## src/verilog/tfh_pkg.sv

```systemverilog
// Overview of operation
// Host never writes receive buffer headers.
// Transmit headers writable in configuration or disabled.
// Dynamic locked buffers: all but identifier writable.
// Null, sync, startup, cycle generated internally.
// Static buffer length must equal configured length.
// Static length mismatch sets static error flag.
// Static frame always sends configured length.
// Dynamic length must not exceed configured maximum.
// Dynamic length excess sets dynamic error flag.
// Dynamic frame sends programmed buffer length.
// Receive buffers store received reserved bit.
// Transmit reserved bit sent unchanged.
// Host should program transmit reserved bit zero.
// Transmit preamble bit copied into header.
// Receive preamble bit of first valid frame.
// Preamble marks management vector or message identifier.
// Identifier mismatch flags error, sends configured identifier.
// Cycle number replaced by current cycle count.
// Header fields read and checked at handover.
package tfh_pkg;

	////////////////////////////////////////////////////////////////////////////
	// Field widths
	localparam int FID_W = 11;
	localparam int LEN_W = 7;
	localparam int CRC_W = 11;
	localparam int CYC_W = 6;
	localparam int FLAG_W = 4;

	////////////////////////////////////////////////////////////////////////////
	// Register byte offsets
	localparam logic [7:0] OFS_ERROR = 8'h00;
	localparam logic [7:0] OFS_MASK = 8'h04;
	localparam logic [7:0] OFS_STATIC_LEN = 8'h08;
	localparam logic [7:0] OFS_DYN_LEN = 8'h0C;
	localparam logic [7:0] OFS_RX_STATUS = 8'h10;

	////////////////////////////////////////////////////////////////////////////
	// Bit positions in the error, mask and rx status registers
	localparam int BIT_STATIC_LEN = 0;
	localparam int BIT_DYN_LEN = 1;
	localparam int BIT_FID = 2;
	localparam int BIT_WRITE_VIOL = 3;
	localparam int BIT_RX_RESERVED = 0;
	localparam int BIT_RX_PREAMBLE = 1;

	////////////////////////////////////////////////////////////////////////////
	// Reset values
	localparam logic [FLAG_W-1:0] RST_ERROR = 4'h0;
	localparam logic [FLAG_W-1:0] RST_MASK = 4'h0;
	localparam logic [LEN_W-1:0] RST_STATIC_LEN = 7'h00;
	localparam logic [LEN_W-1:0] RST_DYN_LEN = 7'h00;
	localparam logic [31:0] RST_RDATA = 32'h0000_0000;

	////////////////////////////////////////////////////////////////////////////
	// Frame header as kept in controller memory and as sent
	typedef struct packed {
		logic reserved_bit;
		logic payload_preamble_bit;
		logic null_frame_indicator;
		logic sync_frame_indicator;
		logic startup_frame_indicator;
		logic [FID_W-1:0] frame_identifier;
		logic [LEN_W-1:0] payload_word_count;
		logic [CRC_W-1:0] header_checksum;
		logic [CYC_W-1:0] cycle_number;
	} tfh_header_type;

	// Transmit handover from the protocol engine
	typedef struct packed {
		logic start;
		logic dynamic_segment;
		logic [FID_W-1:0] buffer_identifier_register;
		logic null_frame;
		logic sync_frame;
		logic startup_frame;
		logic [CYC_W-1:0] current_cycle;
	} tfh_tx_ctrl_type;

	// Host header write attempt seen by the memory arbiter
	typedef struct packed {
		logic valid;
		logic receive_buffer;
		logic identifier_entry;
		logic dynamic_segment;
		logic buffer_disabled;
		logic buffer_locked;
	} tfh_hdr_write_type;

	// Received frame header for a receive or queue buffer
	typedef struct packed {
		logic valid;
		logic first_valid;
		tfh_header_type header;
	} tfh_rx_frame_type;

	// Bus handshake states
	typedef enum logic [1:0] {
		BUS_IDLE = 2'b01,
		BUS_ACK = 2'b10
	} tfh_bus_state_type;

endpackage

```

## src/verilog/tfh_sticky_flags.sv

```systemverilog
`timescale 1ns/1ns
// Sticky event flags, cleared by writing one; a set wins over a clear
module tfh_sticky_flags #(
	parameter int W = 4
) (
	input wire logic clk,
	input wire logic srst,
	input wire logic ce,
	input wire logic [W-1:0] set,
	input wire logic [W-1:0] clear,
	output logic [W-1:0] flags
);

	////////////////////////////////////////////////////////////////////////////
	// Flag storage
	logic [W-1:0] flags_reg;
	logic [W-1:0] flags_next;

	// Set has priority over write-one-to-clear in the same cycle
	always_comb begin
		flags_next = (flags_reg & ~clear) | set;
	end

	// Hold while the clock enable is low
	always_ff @(posedge clk) begin
		if (srst) begin
			flags_reg <= '0;
		end else if (ce) begin
			flags_reg <= flags_next;
		end
	end

	assign flags = flags_reg;

endmodule

```

## src/verilog/tfh_frame_header.sv

```systemverilog
`timescale 1ns/1ns
// Transmit frame header handler with Avalon-MM register slave
module tfh_frame_header (
	input wire logic clk,
	input wire logic srst,
	input wire logic ce,
	// Avalon-MM slave
	input wire logic [7:0] avs_address,
	input wire logic avs_read,
	input wire logic avs_write,
	input wire logic [31:0] avs_writedata,
	input wire logic [3:0] avs_byteenable,
	output logic [31:0] avs_readdata,
	output logic avs_waitrequest,
	// Protocol state
	input wire logic protocol_configuration_state,
	// Host header write attempts
	input wire tfh_pkg::tfh_hdr_write_type hdr_write,
	output logic hdr_write_allow,
	// Transmit handover
	input wire tfh_pkg::tfh_tx_ctrl_type tx_ctrl,
	input wire tfh_pkg::tfh_header_type tx_stored,
	output tfh_pkg::tfh_header_type tx_header,
	output logic [tfh_pkg::LEN_W-1:0] tx_payload_words,
	output logic tx_nm_vector,
	output logic tx_message_id,
	output logic tx_valid,
	// Received frames
	input wire tfh_pkg::tfh_rx_frame_type rx_frame,
	output logic rx_reserved_status,
	output logic rx_preamble_status,
	// Interrupt
	output logic irq
);

	////////////////////////////////////////////////////////////////////////////
	// Register state
	logic [tfh_pkg::FLAG_W-1:0] mask_reg; // Interrupt mask
	logic [tfh_pkg::LEN_W-1:0] static_len_reg; // Configured static length
	logic [tfh_pkg::LEN_W-1:0] dyn_len_reg; // Configured maximum dynamic length
	logic [tfh_pkg::FLAG_W-1:0] err_flags; // Interface error register
	logic [tfh_pkg::FLAG_W-1:0] err_set; // Events this cycle
	logic [tfh_pkg::FLAG_W-1:0] err_clear; // Write-one-to-clear mask
	logic [31:0] readdata_reg; // Read data
	logic [31:0] readdata_next; // Read mux
	logic waitrequest_reg; // Handshake output
	logic irq_reg; // Interrupt output
	tfh_pkg::tfh_bus_state_type bus_state_reg; // Handshake state
	tfh_pkg::tfh_bus_state_type bus_state_next; // Next handshake state

	////////////////////////////////////////////////////////////////////////////
	// Output state
	tfh_pkg::tfh_header_type tx_header_reg; // Outgoing header
	logic [tfh_pkg::LEN_W-1:0] tx_words_reg; // Payload words to send
	logic tx_nm_reg; // Payload opens with management vector
	logic tx_msgid_reg; // Payload opens with message identifier
	logic tx_valid_reg; // Header valid pulse
	logic rx_reserved_reg; // Received reserved bit
	logic rx_preamble_reg; // Received preamble bit
	logic allow_reg; // Write permission

	////////////////////////////////////////////////////////////////////////////
	// Transmit checks, combinational
	logic static_mismatch; // Static length differs
	logic dyn_excess; // Dynamic length too large
	logic fid_mismatch; // Identifier differs from configuration
	logic write_ok; // Header write permitted
	logic write_viol; // Header write refused

	// Bus access decode
	logic bus_req; // Read or write pending
	logic bus_take; // Cycle in which the access completes
	logic wr_take; // Write completes this cycle
	logic lane0; // Low byte lane enabled

	////////////////////////////////////////////////////////////////////////////
	// Bus handshake state machine
	assign bus_req = avs_read | avs_write;
	assign bus_take = bus_req & (bus_state_reg == tfh_pkg::BUS_ACK);
	assign wr_take = avs_write & bus_take;
	assign lane0 = avs_byteenable[0];

	// One wait cycle, then acknowledge, then back to idle
	always_comb begin
		case (bus_state_reg)
			tfh_pkg::BUS_IDLE: begin
				// Request seen, answer next edge
				bus_state_next = bus_req ? tfh_pkg::BUS_ACK : tfh_pkg::BUS_IDLE;
			end
			tfh_pkg::BUS_ACK: begin
				// Access completes here
				bus_state_next = tfh_pkg::BUS_IDLE;
			end
			default: begin
				// Recover from an illegal code
				bus_state_next = tfh_pkg::BUS_IDLE;
			end
		endcase
	end

	// Handshake state register
	always_ff @(posedge clk) begin
		if (srst) begin
			bus_state_reg <= tfh_pkg::BUS_IDLE;
		end else if (ce) begin
			bus_state_reg <= bus_state_next;
		end
	end

	// Waitrequest low only in the acknowledge cycle
	always_ff @(posedge clk) begin
		if (srst) begin
			waitrequest_reg <= 1'b1;
		end else if (ce) begin
			waitrequest_reg <= ~(bus_req & (bus_state_next == tfh_pkg::BUS_ACK));
		end
	end

	////////////////////////////////////////////////////////////////////////////
	// Read mux, unmapped offsets read zero
	always_comb begin
		readdata_next = tfh_pkg::RST_RDATA;
		case (avs_address)
			tfh_pkg::OFS_ERROR: begin
				readdata_next[tfh_pkg::FLAG_W-1:0] = err_flags;
			end
			tfh_pkg::OFS_MASK: begin
				readdata_next[tfh_pkg::FLAG_W-1:0] = mask_reg;
			end
			tfh_pkg::OFS_STATIC_LEN: begin
				readdata_next[tfh_pkg::LEN_W-1:0] = static_len_reg;
			end
			tfh_pkg::OFS_DYN_LEN: begin
				readdata_next[tfh_pkg::LEN_W-1:0] = dyn_len_reg;
			end
			tfh_pkg::OFS_RX_STATUS: begin
				readdata_next[tfh_pkg::BIT_RX_RESERVED] = rx_reserved_reg;
				readdata_next[tfh_pkg::BIT_RX_PREAMBLE] = rx_preamble_reg;
			end
			default: begin
				// Unmapped: zero
				readdata_next = tfh_pkg::RST_RDATA;
			end
		endcase
	end

	// Read data captured as waitrequest falls
	always_ff @(posedge clk) begin
		if (srst) begin
			readdata_reg <= tfh_pkg::RST_RDATA;
		end else if (ce) begin
			if (avs_read && bus_state_next == tfh_pkg::BUS_ACK) begin
				readdata_reg <= readdata_next;
			end
		end
	end

	////////////////////////////////////////////////////////////////////////////
	// Configuration registers, low byte lane only
	always_ff @(posedge clk) begin
		if (srst) begin
			mask_reg <= tfh_pkg::RST_MASK;
			static_len_reg <= tfh_pkg::RST_STATIC_LEN;
			dyn_len_reg <= tfh_pkg::RST_DYN_LEN;
		end else if (ce && wr_take && lane0) begin
			case (avs_address)
				tfh_pkg::OFS_MASK: begin
					mask_reg <= avs_writedata[tfh_pkg::FLAG_W-1:0];
				end
				tfh_pkg::OFS_STATIC_LEN: begin
					static_len_reg <= avs_writedata[tfh_pkg::LEN_W-1:0];
				end
				tfh_pkg::OFS_DYN_LEN: begin
					dyn_len_reg <= avs_writedata[tfh_pkg::LEN_W-1:0];
				end
				default: begin
					// Other offsets hold nothing writable here
				end
			endcase
		end
	end

	// Write-one-to-clear of the error flags
	always_comb begin
		err_clear = '0;
		if (wr_take && lane0 && avs_address == tfh_pkg::OFS_ERROR) begin
			err_clear = avs_writedata[tfh_pkg::FLAG_W-1:0];
		end
	end

	////////////////////////////////////////////////////////////////////////////
	// Header write guard for the shared memory arbiter
	always_comb begin
		if (hdr_write.receive_buffer) begin
			// Receive headers are never host-writable
			write_ok = 1'b0;
		end else if (protocol_configuration_state || hdr_write.buffer_disabled) begin
			// Any entry may change
			write_ok = 1'b1;
		end else if (hdr_write.dynamic_segment && hdr_write.buffer_locked) begin
			// All but the identifier may change
			write_ok = ~hdr_write.identifier_entry;
		end else begin
			// Buffer live: keep consistent
			write_ok = 1'b0;
		end
	end

	assign write_viol = hdr_write.valid & ~write_ok;

	// Registered permission toward the arbiter
	always_ff @(posedge clk) begin
		if (srst) begin
			allow_reg <= 1'b0;
		end else if (ce) begin
			allow_reg <= hdr_write.valid & write_ok;
		end
	end

	////////////////////////////////////////////////////////////////////////////
	// Transmit checks at handover time
	assign static_mismatch = ~tx_ctrl.dynamic_segment & (tx_stored.payload_word_count != static_len_reg);
	assign dyn_excess = tx_ctrl.dynamic_segment & (tx_stored.payload_word_count > dyn_len_reg);
	assign fid_mismatch = tx_stored.frame_identifier != tx_ctrl.buffer_identifier_register;

	// Length and identifier error events raised only for a buffer under transmission
	always_comb begin
		err_set = '0;
		err_set[tfh_pkg::BIT_STATIC_LEN] = tx_ctrl.start & static_mismatch;
		err_set[tfh_pkg::BIT_DYN_LEN] = tx_ctrl.start & dyn_excess;
		err_set[tfh_pkg::BIT_FID] = tx_ctrl.start & fid_mismatch;
		err_set[tfh_pkg::BIT_WRITE_VIOL] = write_viol;
	end

	// Sticky error flags with set priority
	tfh_sticky_flags #(
		.W(tfh_pkg::FLAG_W)
	) u_err_flags (
		.clk(clk),
		.srst(srst),
		.ce(ce),
		.set(err_set),
		.clear(err_clear),
		.flags(err_flags)
	);

	// Level interrupt from unmasked flags
	always_ff @(posedge clk) begin
		if (srst) begin
			irq_reg <= 1'b0;
		end else if (ce) begin
			irq_reg <= |(((err_flags & ~err_clear) | err_set) & mask_reg);
		end
	end

	////////////////////////////////////////////////////////////////////////////
	// Outgoing header assembly, sampled at handover
	always_ff @(posedge clk) begin
		if (srst) begin
			tx_header_reg <= '0;
			tx_words_reg <= '0;
			tx_nm_reg <= 1'b0;
			tx_msgid_reg <= 1'b0;
		end else if (ce && tx_ctrl.start) begin
			// Stored reserved and preamble bits pass through
			tx_header_reg.reserved_bit <= tx_stored.reserved_bit;
			tx_header_reg.payload_preamble_bit <= tx_stored.payload_preamble_bit;
			// Indicators come from the engine, not memory
			tx_header_reg.null_frame_indicator <= tx_ctrl.null_frame;
			tx_header_reg.sync_frame_indicator <= tx_ctrl.sync_frame;
			tx_header_reg.startup_frame_indicator <= tx_ctrl.startup_frame;
			// Configured identifier always sent
			tx_header_reg.frame_identifier <= tx_ctrl.buffer_identifier_register;
			tx_header_reg.header_checksum <= tx_stored.header_checksum;
			// Current cycle replaces the stored count
			tx_header_reg.cycle_number <= tx_ctrl.current_cycle;
			if (tx_ctrl.dynamic_segment) begin
				// Programmed length, even if over the maximum
				tx_header_reg.payload_word_count <= tx_stored.payload_word_count;
				tx_words_reg <= tx_stored.payload_word_count;
			end else begin
				// Configured static length regardless of memory
				tx_header_reg.payload_word_count <= static_len_reg;
				tx_words_reg <= static_len_reg;
			end
			// Preamble meaning depends on segment
			tx_nm_reg <= tx_stored.payload_preamble_bit & ~tx_ctrl.dynamic_segment;
			tx_msgid_reg <= tx_stored.payload_preamble_bit & tx_ctrl.dynamic_segment;
		end
	end

	// One-cycle valid after handover
	always_ff @(posedge clk) begin
		if (srst) begin
			tx_valid_reg <= 1'b0;
		end else if (ce) begin
			tx_valid_reg <= tx_ctrl.start;
		end
	end

	////////////////////////////////////////////////////////////////////////////
	// Receive status bits
	always_ff @(posedge clk) begin
		if (srst) begin
			rx_reserved_reg <= 1'b0;
			rx_preamble_reg <= 1'b0;
		end else if (ce && rx_frame.valid) begin
			// Reserved bit of any frame in the slot
			rx_reserved_reg <= rx_frame.header.reserved_bit;
			if (rx_frame.first_valid) begin
				// Preamble of the first valid frame only
				rx_preamble_reg <= rx_frame.header.payload_preamble_bit;
			end
		end
	end

	////////////////////////////////////////////////////////////////////////////
	// Outputs straight from flip-flops
	assign avs_readdata = readdata_reg;
	assign avs_waitrequest = waitrequest_reg;
	assign hdr_write_allow = allow_reg;
	assign tx_header = tx_header_reg;
	assign tx_payload_words = tx_words_reg;
	assign tx_nm_vector = tx_nm_reg;
	assign tx_message_id = tx_msgid_reg;
	assign tx_valid = tx_valid_reg;
	assign rx_reserved_status = rx_reserved_reg;
	assign rx_preamble_status = rx_preamble_reg;
	assign irq = irq_reg;

endmodule

```

## config.mk

```make
export PLATFORM = sky130hd
export DESIGN_NAME = tfh_frame_header
export DESIGN_NICKNAME = d
export VERILOG_FILES = /design/src/verilog/tfh_pkg.sv /design/src/verilog/tfh_sticky_flags.sv /design/src/verilog/tfh_frame_header.sv
export SDC_FILE = /design/constraint.sdc
export NUM_CORES = 1
export LEC_CHECK = 0
export ABC_AREA = 1
export BUFFER_PORTS_ARGS = -buffer_cell sky130_fd_sc_hd__buf_2
export CORE_MARGIN = 1.5
export CORE_UTILIZATION = 39
export DETAILED_ROUTE_END_ITERATION = 8
export GPL_ROUTABILITY_DRIVEN = 0
export GPL_TIMING_DRIVEN = 0
export PLACE_DENSITY_LB_ADDON = 0.08
export SYNTH_ARGS = -nofsm -noshare
export SYNTH_HDL_FRONTEND = slang
export SYNTH_SLANG_ARGS = --single-unit
```

## constraint.sdc

```tcl
create_clock -name clk -period 1.43 [get_ports clk]
set_input_delay 0.286 -clock clk [delete_from_list [all_inputs] [get_ports clk]]
set_output_delay 0.286 -clock clk [all_outputs]
set_load 0.02 [all_outputs]
```

==> results of run 1 <==
timing repair:
action / 4_1_cts / 5_1_grt
pin swaps: 8 / 10
endpoints found under the hold margin: 0 / 0
gates resized for setup: 9 / 14
cloned: 0 / 1
setup endpoints to repair: 26 / 11
buffers inserted: 2 / 2
area by class of cell:
type,count,area (um^2)
fill,1006,4557
multi-input combinational,384,1998
sequential,78,1569
timing repair buffer,150,780.7
buffer,53,349.1
inverter,72,270.3
tap,133,166.4
clock buffer,11,141.4
clock inverter,5,32.53
worst min-delay path: cells and delay by family:
family,cells,cell delay (ns)
buffers and inverters,1,0.07
and+or+nand+nor,1,0.08
AOI/OAI and AO/OA,1,0.07
power by group through the flow:
stage,combinational [W],clock (W),sequential [W]
5_1_grt,0.00103,0.00162,0.00234
3_5_place_dp,0.000916,0,0.00238
3_3_place_gp,0.000904,0,0.00238
2_1_floorplan,0.000470,0,0.00249
4_1_cts,0.000929,0.00153,0.00233
6_report,0.000938,0.00149,0.00233
how the worst max path moves through the flow:
stage	start	endpoint	slack, ns	depth (start not counted)
detailed placement	srst	dyn_len_reg[0]$_SDFFE_PP0P_	-0.24	4
global placement	srst	dyn_len_reg[1]$_SDFFE_PP0P_	-0.21	4
floorplan	dyn_len_reg[6]$_SDFFE_PP0P_	irq$_SDFFE_PP0P_	0.05	11
finish	dyn_len_reg[6]$_SDFFE_PP0P_	irq$_SDFFE_PP0P_	-0.02	11
global route	dyn_len_reg[1]$_SDFFE_PP0P_	irq$_SDFFE_PP0P_	-0.12	10
CTS	dyn_len_reg[5]$_SDFFE_PP0P_	irq$_SDFFE_PP0P_	-0.04	12
stage by stage:
step | instances | setup slack (ns) | area [um^2]
2_1_floorplan | 587 | 0.04656 | 4099
3_3_place_gp | 865 | -0.2131 | 4991
3_5_place_dp | 865 | -0.2443 | 4991
4_1_cts | 883 | -0.04390 | 5226
5_1_grt | 886 | -0.1195 | 5308
6_report | 886 | -0.01724 | 5308
Yosys cell counts (all sizes together):
master / count / area (um^2)
nand4: 2 / 12.51
conb: 1 / 3.750
xnor2: 5 / 43.79
a211oi: 11 / 117.6
dfxtp: 78 / 1562
nor2: 97 / 397.9
nand2: 100 / 387.9
buf: 41 / 296.5
nand3: 18 / 90.09
xor2: 2 / 17.52
ha: 7 / 87.58
o21ai: 60 / 311.5
o22ai: 5 / 31.28
inv: 72 / 270.3
a21o: 1 / 7.510
nor3: 5 / 51.30
o21bai: 1 / 7.510
nand3b: 1 / 7.510
and3: 1 / 6.260
o21a: 1 / 7.510
a21oi: 32 / 171.4
o211ai: 10 / 75.07
clkbuf: 12 / 45.04
logic make-up (layout without fill, tap and decap cells):
| logic type | after synthesis | in the layout | synth area share (%) |
|---|---|---|---|
| AND/OR/NAND/NOR | 224 | 224 | 23.78 |
| buffers and inverters | 125 | 291 | 15.26 |
| AO/OA/AOI/OAI | 121 | 121 | 18.20 |
| flip-flops | 78 | 78 | 38.95 |
| adder cells (fa/ha/maj) | 7 | 7 | 2.185 |
| XOR/XNOR | 7 | 7 | 1.529 |
| other | 1 | 25 | 0.09354 |
routing by layer:
metal / up-vias / routed length [um] / global-route usage (%)
met5: - / 0 / 0
met4: 0 / 161 / 5.258
met3: 14 / 706 / 3.258
met2: 147 / 5594 / 36.89
met1: 1818 / 5160 / 26.42
li1: 2105 / - / -
==> flow_summary.toml, run 1 <==
[floorplan]
core_area_mm2 = 0.009864
floorplan.die.width_um = 104.4
floorplan.die_area_mm2 = 0.01090
design.portCount = 247
die_h_um = 104.4
start_util_pct = 40.64
placement_rows = 36

[power]
switch_pwr_w = 0.001445
power.sequential.fraction_pct = 49.0
intPower_w = 0.003312
vdd_drop_max_uv = 420.5
cellPowerDensity_mw_per_mm2 = 896.4
switching_share_pct = 30.38
design_power_total_w = 0.004757
p_clk_share_pct = 31.3
power.combinational.fraction_pct = 19.7
power.static_leakage_nw = 2.783

[logic_synthesis]
netlist_instances = 563
netlist-cell-type-count = 37
avgSynthCellArea_um2 = 7.121
count_of_synthesis_stage_warnings_from_yosys = 0
ys_ff_latch = 78
synth.cell_area_mm2 = 0.004009
seq_area_frac_synth_pct = 38.95

[clock_network]
cts-hold-fix-buffers = 0
clockRootBuffer = "sky130_fd_sc_hd__clkbuf_8"
tritoncts = "built"
clock-sinks = 78
clkTransAtPathRegs_ns = 0.08
cts_made_buffers = 9
htree_num_levels = 3
clock_latency_ns = 0.34
cts_buffer_depth = 2

[critical_path]
critical_path.cell_chain = "inv_2 -> ha_4 -> a21o_1 -> nor2_2 -> nand2_1 -> nand2_2 -> nand2_2 -> nand2_2 -> nand3_2 -> nor2_2 -> nor2_1"
critical_path_required_ns = 1.67
r2r-end = "irq$_SDFFE_PP0P_"
setup.worst_path.class = "flip-flop to flip-flop"
cpMostUsedCell = "sky130_fd_sc_hd__nand2_2"
r2r_setup_slack_ns = -0.02
crit-reg2reg-launch = "dyn_len_reg[6]$_SDFFE_PP0P_"
worst-endpoint-arrival_ns = 1.69
cpMaxStageDelayCell = "sky130_fd_sc_hd__dfxtp_2"
worst_reg_to_reg_path_cell_count = 11
cp_num_buf_inv = 1
critical_path.max_fanout = 2
timing.critical_path.to_type = "flip-flop"
cpLargestDelayFamily = "simple AND/OR/NAND/NOR gates"
max_stage_delay_ns = 0.33
critPathLaunchType = "flip-flop"

[routing]
routed-via-count = 4084
wire_per_inst_um = 13.12
routed_wl_mm = 11.62
initialDrtViolationCount = 175
antenna_violating_nets_post_route = 0
1st_pass_router_iterations = 4
drt-vias-per-instance = 4.609
post-route-drc-count = 0

[cells_and_area]
nNetsFinal = 915
final_common_cell = "sky130_fd_sc_hd__buf_2"
utilization_pct = 53.81
final_cell_mix = "sky130_fd_sc_hd__buf_2, sky130_fd_sc_hd__nand2_1, sky130_fd_sc_hd__nor2_1, sky130_fd_sc_hd__dfxtp_1, sky130_fd_sc_hd__inv_1"
antenna_cells = 0
share_of_layout_cells_above_drive_strength_1_pct = 33.60
largest_register_ff_count = 33
area_delta_synth_final_pct = 32.40

[sta]
worst_slew_pin_slew_ns = 0.6587
worst_clock_skew_ns = 0.006007
finalHoldViolations = 0
final_period_minus_worst_setup_slack_ns = 1.447
unrepaired_setup_endpoints_after_global_routing = "yes"
final_max_slew_viol_count = 0
whs_ns = 0.1883
finalSetupViolations = 1
fin_crit_sh_pct = 101.2
setup-tns-final_ns = -0.01724
slew_headroom_pct = 56.08
upper_clock_frequency_limit_ghz = 0.6910
final_critical_path_setup_slack_ns = -0.01724

[grt]
first_global_vias = 3847
grt_pass1_wl_mm = 18.37
antenna_found_initial = 0
grt_max_degree = 14
gr_overflow_total = 0
grt_util_all_layers_pct = 20.90

[outcome]
violations = "negative setup slack"
run_status = "complete, but fails checks"

[flow_run]
max_cap_violation_count = 0

[hold_path]
min_delay_path_depth = 3
hold_start = "tx_stored[6]"
min_to = "tx_header[6]$_SDFFE_PP0P_"
hold_path.class = "primary input to flip-flop"

[place]
hpwlAfterDp_mm = 9.129
io_buffer_count = 145
Power figures use the tool's default switching activity.
==> run 2, diff against run 1 <==
CELL_PAD_IN_SITES_DETAIL_PLACEMENT = 0   (was not set)
CELL_PAD_IN_SITES_GLOBAL_PLACEMENT = 1   (was not set)
CORE_UTILIZATION = 26   (was 39)
==> run 2 against run 1 <==
Effect of this change: the flow still finishes with violations (negative setup slack); register-to-register slack barely moved; count of clock-buffer cells in the layout fell by 1; sequential power barely moved; hold slack improved by 0.0041 ns; power rose by 18%; largest cell class unchanged; fmax rose by 0.30%; critical path depth did not move.
==> flow_summary.toml, run 2 (synthesized netlist as in run 1, its figures left out) <==
[outcome]
run_status = "complete, but fails checks"
violations = "negative setup slack"

[place]
hpwlAfterDp_mm = 9.885
dp.cells = 920
io_buffer_count = 145
placement.cell_area_mm2 = 0.005060

[clock_network]
htree_num_levels = 3
cts-hold-fix-buffers = 0
cts_buffer_depth = 2
clkTransAtPathRegs_ns = 0.06
clock-sinks = 78
tritoncts = "built"
clockRootBuffer = "sky130_fd_sc_hd__clkbuf_16"
cts_made_buffers = 9
clock_latency_ns = 0.34

[cells_and_area]
antenna_cells = 0
final-instance-count-excl-fill = 940
share_of_layout_cells_above_drive_strength_1_pct = 33.78
final_common_cell = "sky130_fd_sc_hd__buf_2"
final_cell_mix = "sky130_fd_sc_hd__buf_2, sky130_fd_sc_hd__nand2_1, sky130_fd_sc_hd__nor2_1, sky130_fd_sc_hd__dfxtp_1, sky130_fd_sc_hd__inv_1"
design_area_mm2 = 0.005498
nNetsFinal = 914
largest_register_ff_count = 33
area_delta_synth_final_pct = 37.14

[floorplan]
floorplan.die_area_mm2 = 0.01617
start_util_pct = 26.47
design.portCount = 247
placement_rows = 45
die_h_um = 127.2
floorplan.die.width_um = 127.2
core_area_mm2 = 0.01515

[power]
switching_share_pct = 28.54
power.sequential.fraction_pct = 41.7
vdd_drop_max_uv = 525.2
intPower_w = 0.004002
power.static_leakage_nw = 2.816
cellPowerDensity_mw_per_mm2 = 1019
switch_pwr_w = 0.001599
design_power_total_w = 0.005601
p_clk_share_pct = 41.4
power.combinational.fraction_pct = 16.9

[sta]
finalHoldViolations = 0
final_period_minus_worst_setup_slack_ns = 1.443
final_critical_path_setup_slack_ns = -0.01290
upper_clock_frequency_limit_ghz = 0.6930
unrepaired_setup_endpoints_after_global_routing = "yes"
worst_clock_skew_ns = 0.005894
fin_crit_sh_pct = 100.9
worst_slew_pin_slew_ns = 0.6040
final_max_slew_viol_count = 0
finalSetupViolations = 1
slew_headroom_pct = 59.73

[critical_path]
r2r-end = "irq$_SDFFE_PP0P_"
crit-reg2reg-launch = "dyn_len_reg[6]$_SDFFE_PP0P_"
worst_reg_to_reg_path_cell_count = 11
worst-endpoint-arrival_ns = 1.68
setup.worst_path.class = "flip-flop to flip-flop"
critPathLaunchType = "flip-flop"
critical_path_required_ns = 1.66
r2r_setup_slack_ns = -0.01
timing.critical_path.to_type = "flip-flop"
critical_path.max_fanout = 2

[grt]
first_global_vias = 3658
grt_max_degree = 15
grt_util_all_layers_pct = 15.67
antenna_found_initial = 0
grt_pass1_wl_mm = 19.30
gr_overflow_total = 0

[routing]
drt-vias-per-instance = 4.222
initialDrtViolationCount = 175
antenna_violating_nets_post_route = 0
routed-via-count = 3969
wire_per_inst_um = 13.22
1st_pass_router_iterations = 4
routed_wl_mm = 12.43
post-route-drc-count = 0

[hold_path]
min_delay_path_depth = 3
min_to = "tx_header[15]$_SDFFE_PP0P_"
hold_path.class = "primary input to flip-flop"
hold_start = "tx_stored[15]"

[flow_run]
max_cap_violation_count = 0
[run 2: cell types whose count changed in the layout (fill, tap and decap cells not counted), moves of 3 or more]
cell / change
sky130_fd_sc_hd__clkbuf_16: +8
sky130_fd_sc_hd__clkbuf_8: -10
sky130_fd_sc_hd__clkinv_2: -3
sky130_fd_sc_hd__clkinvlp_4: +3
[run 2: final cells by class]
| class | instances | area [um^2] |
|---|---|---|
| Fill cell | 1648 | 9648 |
| Timing Repair Buffer | 149 | 755.7 |
| Buffer | 53 | 350.3 |
| Multi-Input combinational cell | 384 | 2019 |
| Sequential cell | 78 | 1568 |
| Tap cell | 188 | 235.2 |
| Clock inverter | 6 | 70.07 |
| Clock buffer | 10 | 229.0 |
| Inverter | 72 | 270.3 |
[run 2: critical path, cell delays in order, from the launching register on]
cell	delay, ns
sky130_fd_sc_hd__dfxtp_2	0.33
sky130_fd_sc_hd__inv_2	0.05
sky130_fd_sc_hd__ha_4	0.21
sky130_fd_sc_hd__a21o_1	0.18
sky130_fd_sc_hd__nor2_2	0.10
sky130_fd_sc_hd__nand2_1	0.07
sky130_fd_sc_hd__nand2_2	0.07
sky130_fd_sc_hd__nand2_2	0.06
sky130_fd_sc_hd__nand2_2	0.06
sky130_fd_sc_hd__nand3_2	0.06
sky130_fd_sc_hd__nor2_2	0.10
sky130_fd_sc_hd__nor2_1	0.04
[run 2: worst max path at each step]
stage / startpoint / endpoint / slack [ns] / cells past startpoint
floorplan: dyn_len_reg[6]$_SDFFE_PP0P_ / irq$_SDFFE_PP0P_ / 0.05 / 11
global route: dyn_len_reg[3]$_SDFFE_PP0P_ / irq$_SDFFE_PP0P_ / -0.12 / 11
global placement: srst / dyn_len_reg[1]$_SDFFE_PP0P_ / -0.25 / 4
CTS: dyn_len_reg[6]$_SDFFE_PP0P_ / irq$_SDFFE_PP0P_ / -0.05 / 11
detailed placement: srst / dyn_len_reg[2]$_SDFFE_PP0P_ / -0.27 / 4
finish: dyn_len_reg[6]$_SDFFE_PP0P_ / irq$_SDFFE_PP0P_ / -0.01 / 11
[run 2: repair_timing]
action                     in CTS  in global routing
buffers inserted                3                  1
gates resized for setup        11                 16
setup endpoints to repair      27                 28
pin swaps                      10                  9
hold endpoints to repair        0                  0
[run 2: through the flow]
| step | hold slack (ns) | utilization [%] | setup TNS [ns] | worst slack (ns) |
|---|---|---|---|---|
| global route | 0.2051 | 36.30 | -0.1393 | -0.1212 |
| floorplan | 0.4263 | - | 0 | 0.04656 |
| CTS | 0.1834 | 35.92 | -0.04800 | -0.04800 |
| finish | 0.1924 | 36.30 | -0.01290 | -0.01290 |
| global placement | 0.4521 | 33.41 | -7.585 | -0.2519 |
| detailed placement | 0.4526 | 33.41 | -8.579 | -0.2740 |
[run 2: layer usage]
layer	up-vias	track usage [%]	routed length, um
met2	127	24.65	5532
li1	2114	-	-
met4	0	6.751	263
met3	18	3.601	765
met1	1710	20.63	5866
met5	-	0	0
[run 2: power by group through the flow]
stage	sequential (W)	combinational, W	clock, W
floorplan	0.00249	0.000470	0
global placement	0.00238	0.000919	0
detailed placement	0.00239	0.000925	0
CTS	0.00234	0.000945	0.00240
global route	0.00235	0.00105	0.00248
finish	0.00234	0.000946	0.00232
